[src/sensor_irq_pkg.sv]
package sensor_irq_pkg;
  localparam logic [7:0] OFS_PATCH_REV  = 8'h02;
  localparam logic [7:0] OFS_BUILD_REV  = 8'h03;
  localparam logic [7:0] OFS_FLAGS      = 8'hE1;
  localparam logic [7:0] OFS_ENABLES    = 8'hE2;
  localparam logic [7:0] OFS_IDENTITY   = 8'hE3;
  localparam logic [7:0] OFS_REVISION   = 8'hE4;
  localparam logic [7:0] OFS_HIGH_BASE  = 8'hE0;
  localparam logic [7:0] APP_MEASURE    = 8'h03;
  localparam int         BIT_STATUS_NZ  = 6;
  localparam int         BIT_CMD_DONE   = 5;
  localparam int         BIT_HIST_RDY   = 3;
  localparam int         BIT_RESULT_RDY = 1;
  localparam logic [7:0] EVENT_MASK     = 8'h6A;
  localparam logic [7:0] ZERO_BYTE      = 8'h00;
  localparam logic [7:0] IDENT_MASK     = 8'h3F;
  localparam logic [7:0] REV_MASK       = 8'h07;
  // Chip identifier value is arbitrary
  localparam logic [5:0] CHIP_ID_DEFAULT  = 6'h15;
  // Chip revision value is arbitrary
  localparam logic [2:0] CHIP_REV_DEFAULT = 3'h1;

  typedef struct packed {
    logic       status_nonzero;
    logic       command_done;
    logic       histogram_ready;
    logic       result_ready;
  } event_t;

  typedef struct packed {
    logic       wr;
    logic       rd;
    logic [7:0] addr;
    logic [7:0] wdata;
  } reg_req_t;
endpackage

[src/sensor_irq_and_ident_regs.sv]
`timescale 1ns/1ns
// Functional notes
// - Set status-nonzero flag bit 6 when any status register becomes nonzero.
// - Set command-done flag bit 5 when a host command finishes handling.
// - Set histogram-ready flag bit 3 when raw histogram data is available.
// - Set result-ready flag bit 1 when a measurement result is available.
// - Drive interrupt pin low while any enabled flag is set.
// - Writing one clears that flag only; writing zero leaves it unchanged.
// - Events arriving during a clear are kept; set beats clear.
// - Enable bits at 0xE2 are read-write, one enables, reset to zero.
// - Identity register shows fixed chip id in bits 5:0.
// - Revision register shows chip revision in bits 2:0.
// - Patch and build revisions read-only at 0x02 and 0x03, reset zero.
// - Application registers mapped only while application id equals 0x03.
// - Registers at 0xE0 and above usable only once processor ready.
module sensor_irq_and_ident_regs (
  input  wire logic                       mclk_in,        // 50 MHz clock
  input  wire logic                       reset_n_in,     // Sync reset, active low
  input  wire sensor_irq_pkg::reg_req_t   req_in,         // Register access request
  input  wire sensor_irq_pkg::event_t     event_in,       // One-cycle event pulses
  input  wire logic [7:0]                 patch_rev_in,   // Firmware patch revision
  input  wire logic [7:0]                 build_rev_in,   // Firmware build revision
  input  wire logic [7:0]                 app_id_in,      // Selected application id
  input  wire logic                       cpu_ready_in,   // Processor ready
  output logic [7:0]                      rdata_out,      // Read data, next cycle
  output logic                            rvalid_out,     // Read data valid pulse
  output logic                            int_n_out       // Interrupt, active low
);
  logic [7:0] flags;
  logic [7:0] enables;
  logic [7:0] patch_rev;
  logic [7:0] build_rev;

  wire logic       high_ok   = cpu_ready_in;
  wire logic       app_ok    = (app_id_in == sensor_irq_pkg::APP_MEASURE);
  wire logic       is_high   = (req_in.addr >= sensor_irq_pkg::OFS_HIGH_BASE);
  wire logic       sel_flags = req_in.wr && high_ok
                               && (req_in.addr == sensor_irq_pkg::OFS_FLAGS);
  wire logic       sel_enab  = req_in.wr && high_ok
                               && (req_in.addr == sensor_irq_pkg::OFS_ENABLES);
  wire logic [7:0] set_vec   = {1'b0, event_in.status_nonzero, event_in.command_done, 1'b0,
                                event_in.histogram_ready, 1'b0, event_in.result_ready, 1'b0};
  wire logic [7:0] clr_vec   = sel_flags ? (req_in.wdata & sensor_irq_pkg::EVENT_MASK)
                                         : sensor_irq_pkg::ZERO_BYTE;
  // Set wins over a simultaneous clear
  wire logic [7:0] next_flags = ((flags & ~clr_vec) | set_vec)
                                & sensor_irq_pkg::EVENT_MASK;
  wire logic [7:0] next_enables = sel_enab ? (req_in.wdata & sensor_irq_pkg::EVENT_MASK)
                                           : enables;
  wire logic       next_int_n = ~|(next_flags & next_enables);
  wire logic [7:0] ident_word = {2'b00, sensor_irq_pkg::CHIP_ID_DEFAULT};
  wire logic [7:0] rev_word   = {5'b00000, sensor_irq_pkg::CHIP_REV_DEFAULT};

  logic [7:0] next_rdata;
  always_comb begin
    next_rdata = sensor_irq_pkg::ZERO_BYTE;
    if (is_high && high_ok) begin
      unique case (req_in.addr)
        sensor_irq_pkg::OFS_FLAGS:    next_rdata = flags;
        sensor_irq_pkg::OFS_ENABLES:  next_rdata = enables;
        sensor_irq_pkg::OFS_IDENTITY: next_rdata = ident_word;
        sensor_irq_pkg::OFS_REVISION: next_rdata = rev_word;
        default:                      next_rdata = sensor_irq_pkg::ZERO_BYTE;
      endcase
    end else if (!is_high && app_ok) begin
      unique case (req_in.addr)
        sensor_irq_pkg::OFS_PATCH_REV: next_rdata = patch_rev;
        sensor_irq_pkg::OFS_BUILD_REV: next_rdata = build_rev;
        default:                       next_rdata = sensor_irq_pkg::ZERO_BYTE;
      endcase
    end
  end

  always_ff @(posedge mclk_in) begin
    if (!reset_n_in) begin
      flags      <= sensor_irq_pkg::ZERO_BYTE;
      enables    <= sensor_irq_pkg::ZERO_BYTE;
      patch_rev  <= sensor_irq_pkg::ZERO_BYTE;
      build_rev  <= sensor_irq_pkg::ZERO_BYTE;
      rdata_out  <= sensor_irq_pkg::ZERO_BYTE;
      rvalid_out <= 1'b0;
      int_n_out  <= 1'b1;
    end else begin
      flags      <= next_flags;
      enables    <= next_enables;
      patch_rev  <= patch_rev_in;
      build_rev  <= build_rev_in;
      rdata_out  <= next_rdata;
      rvalid_out <= req_in.rd;
      int_n_out  <= next_int_n;
    end
  end
endmodule // sensor_irq_and_ident_regs

[config.mk]
export PLATFORM = sky130hd
export DESIGN_NAME = sensor_irq_and_ident_regs
export DESIGN_NICKNAME = d
export VERILOG_FILES = /design/src/sensor_irq_pkg.sv /design/src/sensor_irq_and_ident_regs.sv
export SDC_FILE = /design/constraint.sdc
export NUM_CORES = 1
export LEC_CHECK = 0
export ABC_AREA = 1
export BUFFER_PORTS_ARGS = -buffer_cell sky130_fd_sc_hd__buf_2
export CORE_UTILIZATION = 50
export CTS_BUF_LIST = sky130_fd_sc_hd__clkbuf_8
export DETAILED_ROUTE_END_ITERATION = 8
export GPL_ROUTABILITY_DRIVEN = 0
export PLACE_DENSITY = 0.82
export SYNTH_ARGS = -nofsm -noshare
export SYNTH_HDL_FRONTEND = slang
export SYNTH_SLANG_ARGS = --single-unit
[constraint.sdc]
create_clock -name mclk_in -period 1.4 [get_ports mclk_in]
set_input_delay 0.28 -clock mclk_in [delete_from_list [all_inputs] [get_ports mclk_in]]
set_output_delay 0.28 -clock mclk_in [all_outputs]
set_load 0.02 [all_outputs]
# Word-level counts from Yosys, hierarchy flattened
# Cells that the tools add are included.
totals:
  mem_count: 0
  latch_bits: 0
  ff_bits: 38
  romBits: 0
  word_cells: 33
  ramBits: 0
  input_bits: 49
classes:
  n_div: 0
  shifts: 0
  add_sub_neg: 0
  mul: 0
  bitwise: 4
  muxes: 6
  n_eq_ne: 7
  n_lt_le_gt_ge: 1
  reduce_logical: 8
ops:
  columns: ["cell", "count"]
  rows:
  - ["8-bit equality test (second input constant)", 4]
  - ["8-bit one-hot mux with 4 select lines", 1]
  - ["8-bit by 2-bit equality test with 1-bit output (second input constant)", 3]
  - ["8-bit 2-to-1 mux", 3]
  - ["8-bit one-hot mux with 2 select lines", 1]
  - ["7-bit by 8-bit bitwise AND with 8-bit output", 1]
  - ["8-bit greater-or-equal comparator (second input constant)", 1]
  - ["8-bit OR reduction", 1]
  - ["7-bit bitwise AND", 1]
  - ["7-bit 2-to-1 mux", 1]
  - ["7-bit inverter", 1]
  - ["7-bit bitwise OR", 1]
  - ["1-bit logical AND", 5]
  - ["1-bit zero test", 2]

# Longest topological paths before layout
logic_depth:
  depth_word: 9
  depth_mapped: 10
  depth_no_buf: 10

# Worst setup path before layout
# Ideal clock, no wire load.
synth_timing:
  path_type: "input to register"
  from: "in req_in[10] in the netlist's numbering"
  to: "reg int_n_out"
  cell_stages: 10
  path_slack_ns: 0.210
  n_path_buf: 0
  arrival_time_ns: 1.062
  cell_sequence: "inv_1 -> nand2_1 -> nor2_2 -> nand3_4 -> inv_2 -> nand2_1 -> nand2_1 -> nand2_1 -> nand2_1 -> o21ai_2"
synth_between:
  elab_chain_len: 9
  elab_cells_between_ends: 12
synth_lines:
  columns: ["element", "line", "rtl"]
  rows:
  - ["start, declared", "sensor_irq_and_ident_regs.sv:19", "input wire sensor_irq_pkg::reg_req_t req_in,"]
  - ["8-bit equality test", "sensor_irq_and_ident_regs.sv:38", "&& (req_in.addr == sensor_irq_pkg::OFS_FLAGS);"]
  - ["1-bit logical AND", "sensor_irq_and_ident_regs.sv:38", null]
  - ["7-bit 2-to-1 mux", "sensor_irq_and_ident_regs.sv:43", "wire logic [7:0] clr_vec = sel_flags ? (req_in.wdata & sensor_irq_pkg::EVENT_MASK)"]
  - ["7-bit inverter", "sensor_irq_and_ident_regs.sv:46", "wire logic [7:0] next_flags = ((flags & ~clr_vec) | set_vec)"]
  - ["7-bit bitwise AND", "sensor_irq_and_ident_regs.sv:46", null]
  - ["7-bit bitwise OR", "sensor_irq_and_ident_regs.sv:46", null]
  - ["7-bit by 8-bit bitwise AND with 8-bit output (*)", "sensor_irq_and_ident_regs.sv:50", "wire logic next_int_n = ~|(next_flags & next_enables);"]
  - ["8-bit OR reduction (*)", "sensor_irq_and_ident_regs.sv:50", null]
  - ["1-bit zero test (*)", "sensor_irq_and_ident_regs.sv:50", null]
  - ["end signal, assigned", "sensor_irq_and_ident_regs.sv:90", "int_n_out <= next_int_n;"]
  - ["end, declared", "sensor_irq_and_ident_regs.sv:27", "output logic int_n_out"]
# Mark *: on every way between the ends. The rest lies on a longest branch, timed or not.
# A chain may end at the register's enable or synchronous reset.

# Final worst setup path
layout_timing:
  from: "in req_in[12] in the netlist's numbering"
  to: "reg int_n_out"
# The elaborated chain is that of the path after synthesis.

==> tab_implementation.tex <==
\begin{tabular}{lr}
\hline
Metric & Value \\
\hline
\multicolumn{2}{l}{\textbf{Pwr}} \\
\quad Overall power & 0.00227 W \\
\quad Power per Cell Area & 1140 mW/mm² \\
\quad Maximum VDD drop & 0.903 mV \\
\quad Leakage power figure & 1.15 nW \\
\multicolumn{2}{l}{\textbf{STA}} \\
\quad Final cycle utilization of the critical path & 0.790 \\
\quad Worst setup slack after layout & 0.294 ns \\
\quad Final-report setup violation count & 0 \\
\quad Worst clock skew on the final layout & 0.00696 ns \\
\quad Minimum period implied by the final worst setup slack & 1.11 ns \\
\quad Achievable Freq & 904 MHz \\
\quad Worst-margin pin slew & 0.281 ns \\
\quad Headroom to the max-slew limit & 0.812 \\
\quad Final hold violations & 0 \\
\quad RSZ-0062 raised after global routing & no \\
\quad Pins Over Slew Limit & 0 \\
\multicolumn{2}{l}{\textbf{Run status}} \\
\quad Failing checks & design-rule violations \\
\quad Outcome & complete, but fails checks \\
\multicolumn{2}{l}{\textbf{Clock network}} \\
\quad Clock transition at the register clock pins on the worst setup and hold paths after CTS & 0.07 ns \\
\quad TritonCTS clock tree & done \\
\quad Worst-skew pair later-pin latency & 0.29 ns \\
\quad Total number of clock tree sinks & 34 \\
\quad Root Buffer & sky130\_fd\_sc\_hd\_\_clkbuf\_8 \\
\quad Setup repair bufs after CTS & 0 \\
\quad Resized Gates After CTS & 0 \\
\quad TritonCTS Buffers & 5 \\
\quad Maximum buffer depth of the clock tree & 2 \\
\quad Total number of H-tree levels & 2 \\
\quad Hold\_buf cts & 0 \\
\multicolumn{2}{l}{\textbf{Worst setup path}} \\
\quad Signal arrival time at the worst endpoint & 1.27 ns \\
\quad Kind of critical path & in -> reg \\
\quad Start point of the critical path & req\_in[12] \\
\quad Launching element type of the critical path & input pin \\
\quad Crit path buffers/inverters & 2 \\
\quad Largest fanout of any net on the critical path & 6 \\
\quad Slowest-stage cell, CP & sky130\_fd\_sc\_hd\_\_o21ai\_1 \\
\quad Reg-to-reg critical path startpoint & enables[6]\$\_SDFF\_PN0\_ \\
\quad Crit path largest cell delay & 0.20 ns \\
\quad Top delay family on crit path & simple AND/OR/NAND/NOR gates \\
\quad Library cell appearing most often on the critical path & sky130\_fd\_sc\_hd\_\_nand2\_1 \\
\quad Data required time at the worst endpoint & 1.57 ns \\
\quad Critical Path End Type & register \\
\quad Cells along the critical path & buf\_2 -> inv\_1 -> nand2\_1 -> nor2\_8 -> nand3\_4 -> o21ai\_1 -> nand2\_1 -> nand2\_1 -> o21ai\_2 \\
\multicolumn{2}{l}{\textbf{Yosys}} \\
\quad Mapped cell area & 0.00151 mm² \\
\quad Avg Inst Size Synth & 7.31 µm² \\
\quad Post-synthesis instance total & 206 \\
\quad Net count after synthesis & 255 \\
\quad Synthesized flop and latch total & 34 \\
\quad Yosys warnings & 0 \\
\quad Sequential cell area fraction in the yosys report & 0.452 \\
\quad Number of unique standard cell types used by synthesis & 26 \\
\multicolumn{2}{l}{\textbf{Die}} \\
\quad Boundary Pins & 59 \\
\quad Placeable core area & 0.00281 mm² \\
\quad Vertical die dimension & 56.9 µm \\
\quad Starting Density & 0.537 \\
\quad Die X-Extent & 56.9 µm \\
\quad Standard-cell rows & 19 \\
\quad Floorplan die area & 0.00324 mm² \\
\multicolumn{2}{l}{\textbf{Final layout}} \\
\quad Area growth syn-to-layout & 32.7\% \\
\quad Ratio of cells with drive above 1 in the final layout & 0.307 \\
\quad Count of fill cells added during filler insertion & 224 \\
\quad Nets & 318 \\
\quad Ant. Diodes & 0 \\
\multicolumn{2}{l}{\textbf{Drt}} \\
\quad Final WL & 3.14 mm \\
\quad Detailed-route vias per instance & 4.83 \\
\quad Count of unresolved DRC violations after routing & 10 \\
\quad WL/cell & 10.4 µm \\
\quad TritonRoute pass-1 iters & 6 \\
\quad DR vias & 1,455 \\
\quad Antenna viol nets, final & 0 \\
\quad Iteration-0 DRC count of the detailed router & 79 \\
\multicolumn{2}{l}{\textbf{Global route}} \\
\quad GRT Util Overall & 0.212 \\
\quad Maximum number of pins on one net before global-route repair & 17 \\
\quad First-pass GRT wire length & 5.20 mm \\
\quad Number of global-route vias before repair & 1,295 \\
\quad GRT Residual Overflow & 0 \\
\quad Number of antenna violations at the first check in global routing & 0 \\
\multicolumn{2}{l}{\textbf{Place}} \\
\quad Total of buffers placed on input and output ports & 54 \\
\quad DP Wirelength & 2.33 mm \\
\quad Setup Slack @ Placement & -0.00905 ns \\
\multicolumn{2}{l}{\textbf{Worst hold path}} \\
\quad Startpoint of the worst hold path & build\_rev\_in[4] \\
\quad Hold Path Class & in -> reg \\
\multicolumn{2}{l}{\textbf{Run}} \\
\quad Number of maximum-capacitance violations & 0 \\
\hline
\end{tabular}
synthesized netlist by cell type:
cell / n / area (µm²)
sky130_fd_sc_hd__nand4_1: 5 / 31.3
sky130_fd_sc_hd__nor2_8: 1 / 20.0
sky130_fd_sc_hd__buf_6: 1 / 11.3
sky130_fd_sc_hd__nand2_2: 4 / 25.0
sky130_fd_sc_hd__nor4_4: 1 / 21.3
sky130_fd_sc_hd__nor3_4: 1 / 16.3
sky130_fd_sc_hd__nand3_2: 1 / 10.0
sky130_fd_sc_hd__buf_2: 1 / 5.00
sky130_fd_sc_hd__buf_1: 1 / 3.75
sky130_fd_sc_hd__nand3_4: 1 / 17.5
sky130_fd_sc_hd__dfxtp_1: 34 / 681
sky130_fd_sc_hd__inv_1: 30 / 113
sky130_fd_sc_hd__nor2_2: 1 / 6.26
sky130_fd_sc_hd__clkbuf_1: 1 / 3.75
sky130_fd_sc_hd__o21ai_1: 3 / 15.0
sky130_fd_sc_hd__buf_4: 1 / 7.51
sky130_fd_sc_hd__nor2_1: 6 / 22.5
sky130_fd_sc_hd__o31ai_1: 1 / 7.51
sky130_fd_sc_hd__inv_2: 1 / 3.75
sky130_fd_sc_hd__nand2_1: 69 / 259
sky130_fd_sc_hd__nor3_1: 1 / 5.00
sky130_fd_sc_hd__nor2_4: 1 / 11.3
sky130_fd_sc_hd__a21oi_1: 7 / 35.0
sky130_fd_sc_hd__o21ai_2: 2 / 17.5
sky130_fd_sc_hd__a21boi_1: 1 / 7.51
sky130_fd_sc_hd__nand3_1: 30 / 150
kinds of logic (layout without fill, tap and decap cells):
family | Yosys count | in the layout | share of synthesized area
and+or+nand+nor | 122 | 122 | 0.395
buffers and inverters | 36 | 100 | 0.0980
AOI/OAI and AO/OA | 14 | 14 | 0.0548
DFF | 34 | 34 | 0.452
stage by stage:
stage                     utilization  setup TNS [ns]  cell area, µm²  cells  hold WS [ns]
after global routing            0.713               0            2000    301         0.174
after detailed placement        0.664        -0.00905            1860    293         0.461
after CTS                       0.713               0            2000    301         0.160
final                           0.713               0            2000    301         0.168
after floorplan                     -               0            1510    206         0.378
after global placement          0.664               0            1860    293         0.458
path summary, 6_finish.rpt:
kind	end	slack, ns	cells after the start
worst max register to register	int_n_out$_SDFF_PN1_	0.57	5
worst max-delay path	int_n_out$_SDFF_PN1_	0.29	9
worst min-delay path	build_rev[4]$_SDFF_PN0_	0.17	3
worst min register to register	rdata_out[7]$_SDFF_PP0_	0.47	2
metal layers:
layer  up-vias  global-route usage  wire, µm
li1        770                   -         -
met1       619               0.262      1380
met2        64               0.331      1490
met3         2              0.0737       249
met4         0              0.0941        17
met5         -                   0         0
final cells by class:
cell class | count | area, µm² | share of cell area
well taps | 31 | 38.8 | 0.0194
clock buffers | 5 | 68.8 | 0.0344
flip-flops and latches | 34 | 681 | 0.340
clock inverters | 3 | 68.8 | 0.0344
repair buffers | 61 | 348 | 0.174
multi-input cells | 136 | 678 | 0.339
inverters | 31 | 116 | 0.0582
worst reg2reg max path: cells and delay by family (launching register included):
kind / cells / cell delay [ns]
AO/OA/AOI/OAI: 2 / 0.16
AND/OR/NAND/NOR: 3 / 0.22
flip-flops: 1 / 0.33
where the power goes:
group	internal, W	total (W)	switching, W
combinational	0.0000822	0.000185	0.000103
sequential	0.00100	0.00101	0.0000132
clock	0.000713	0.00107	0.000357
total	0.00180	0.00227	0.000473
cells in the final DEF (no fill, tap or decap):
master                      instances
sky130_fd_sc_hd__a21boi_1           1
sky130_fd_sc_hd__a21oi_1            7
sky130_fd_sc_hd__buf_12             2
sky130_fd_sc_hd__buf_2             54
sky130_fd_sc_hd__buf_4              5
sky130_fd_sc_hd__bufinv_16          2
sky130_fd_sc_hd__clkbuf_8           5
sky130_fd_sc_hd__clkinv_4           1
sky130_fd_sc_hd__dfxtp_1           34
sky130_fd_sc_hd__inv_1             30
sky130_fd_sc_hd__inv_2              1
sky130_fd_sc_hd__nand2_1           69
sky130_fd_sc_hd__nand2_2            4
sky130_fd_sc_hd__nand3_1           30
sky130_fd_sc_hd__nand3_2            1
sky130_fd_sc_hd__nand3_4            1
sky130_fd_sc_hd__nand4_1            5
sky130_fd_sc_hd__nor2_1             6
sky130_fd_sc_hd__nor2_2             1
sky130_fd_sc_hd__nor2_4             1
sky130_fd_sc_hd__nor2_8             1
sky130_fd_sc_hd__nor3_1             1
sky130_fd_sc_hd__nor3_4             1
sky130_fd_sc_hd__nor4_4             1
sky130_fd_sc_hd__o21ai_1            3
sky130_fd_sc_hd__o21ai_2            2
sky130_fd_sc_hd__o31ai_1            1
state kept, by name (all words and copies together) (netlist names):
| register | flops |
|---|---|
| flags | 4 |
| build_rev | 8 |
| rvalid_out | 1 |
| rdata_out | 8 |
| patch_rev | 8 |
| int_n_out | 1 |
| enables | 4 |
Note: power is estimated with default switching activity, not from simulation.
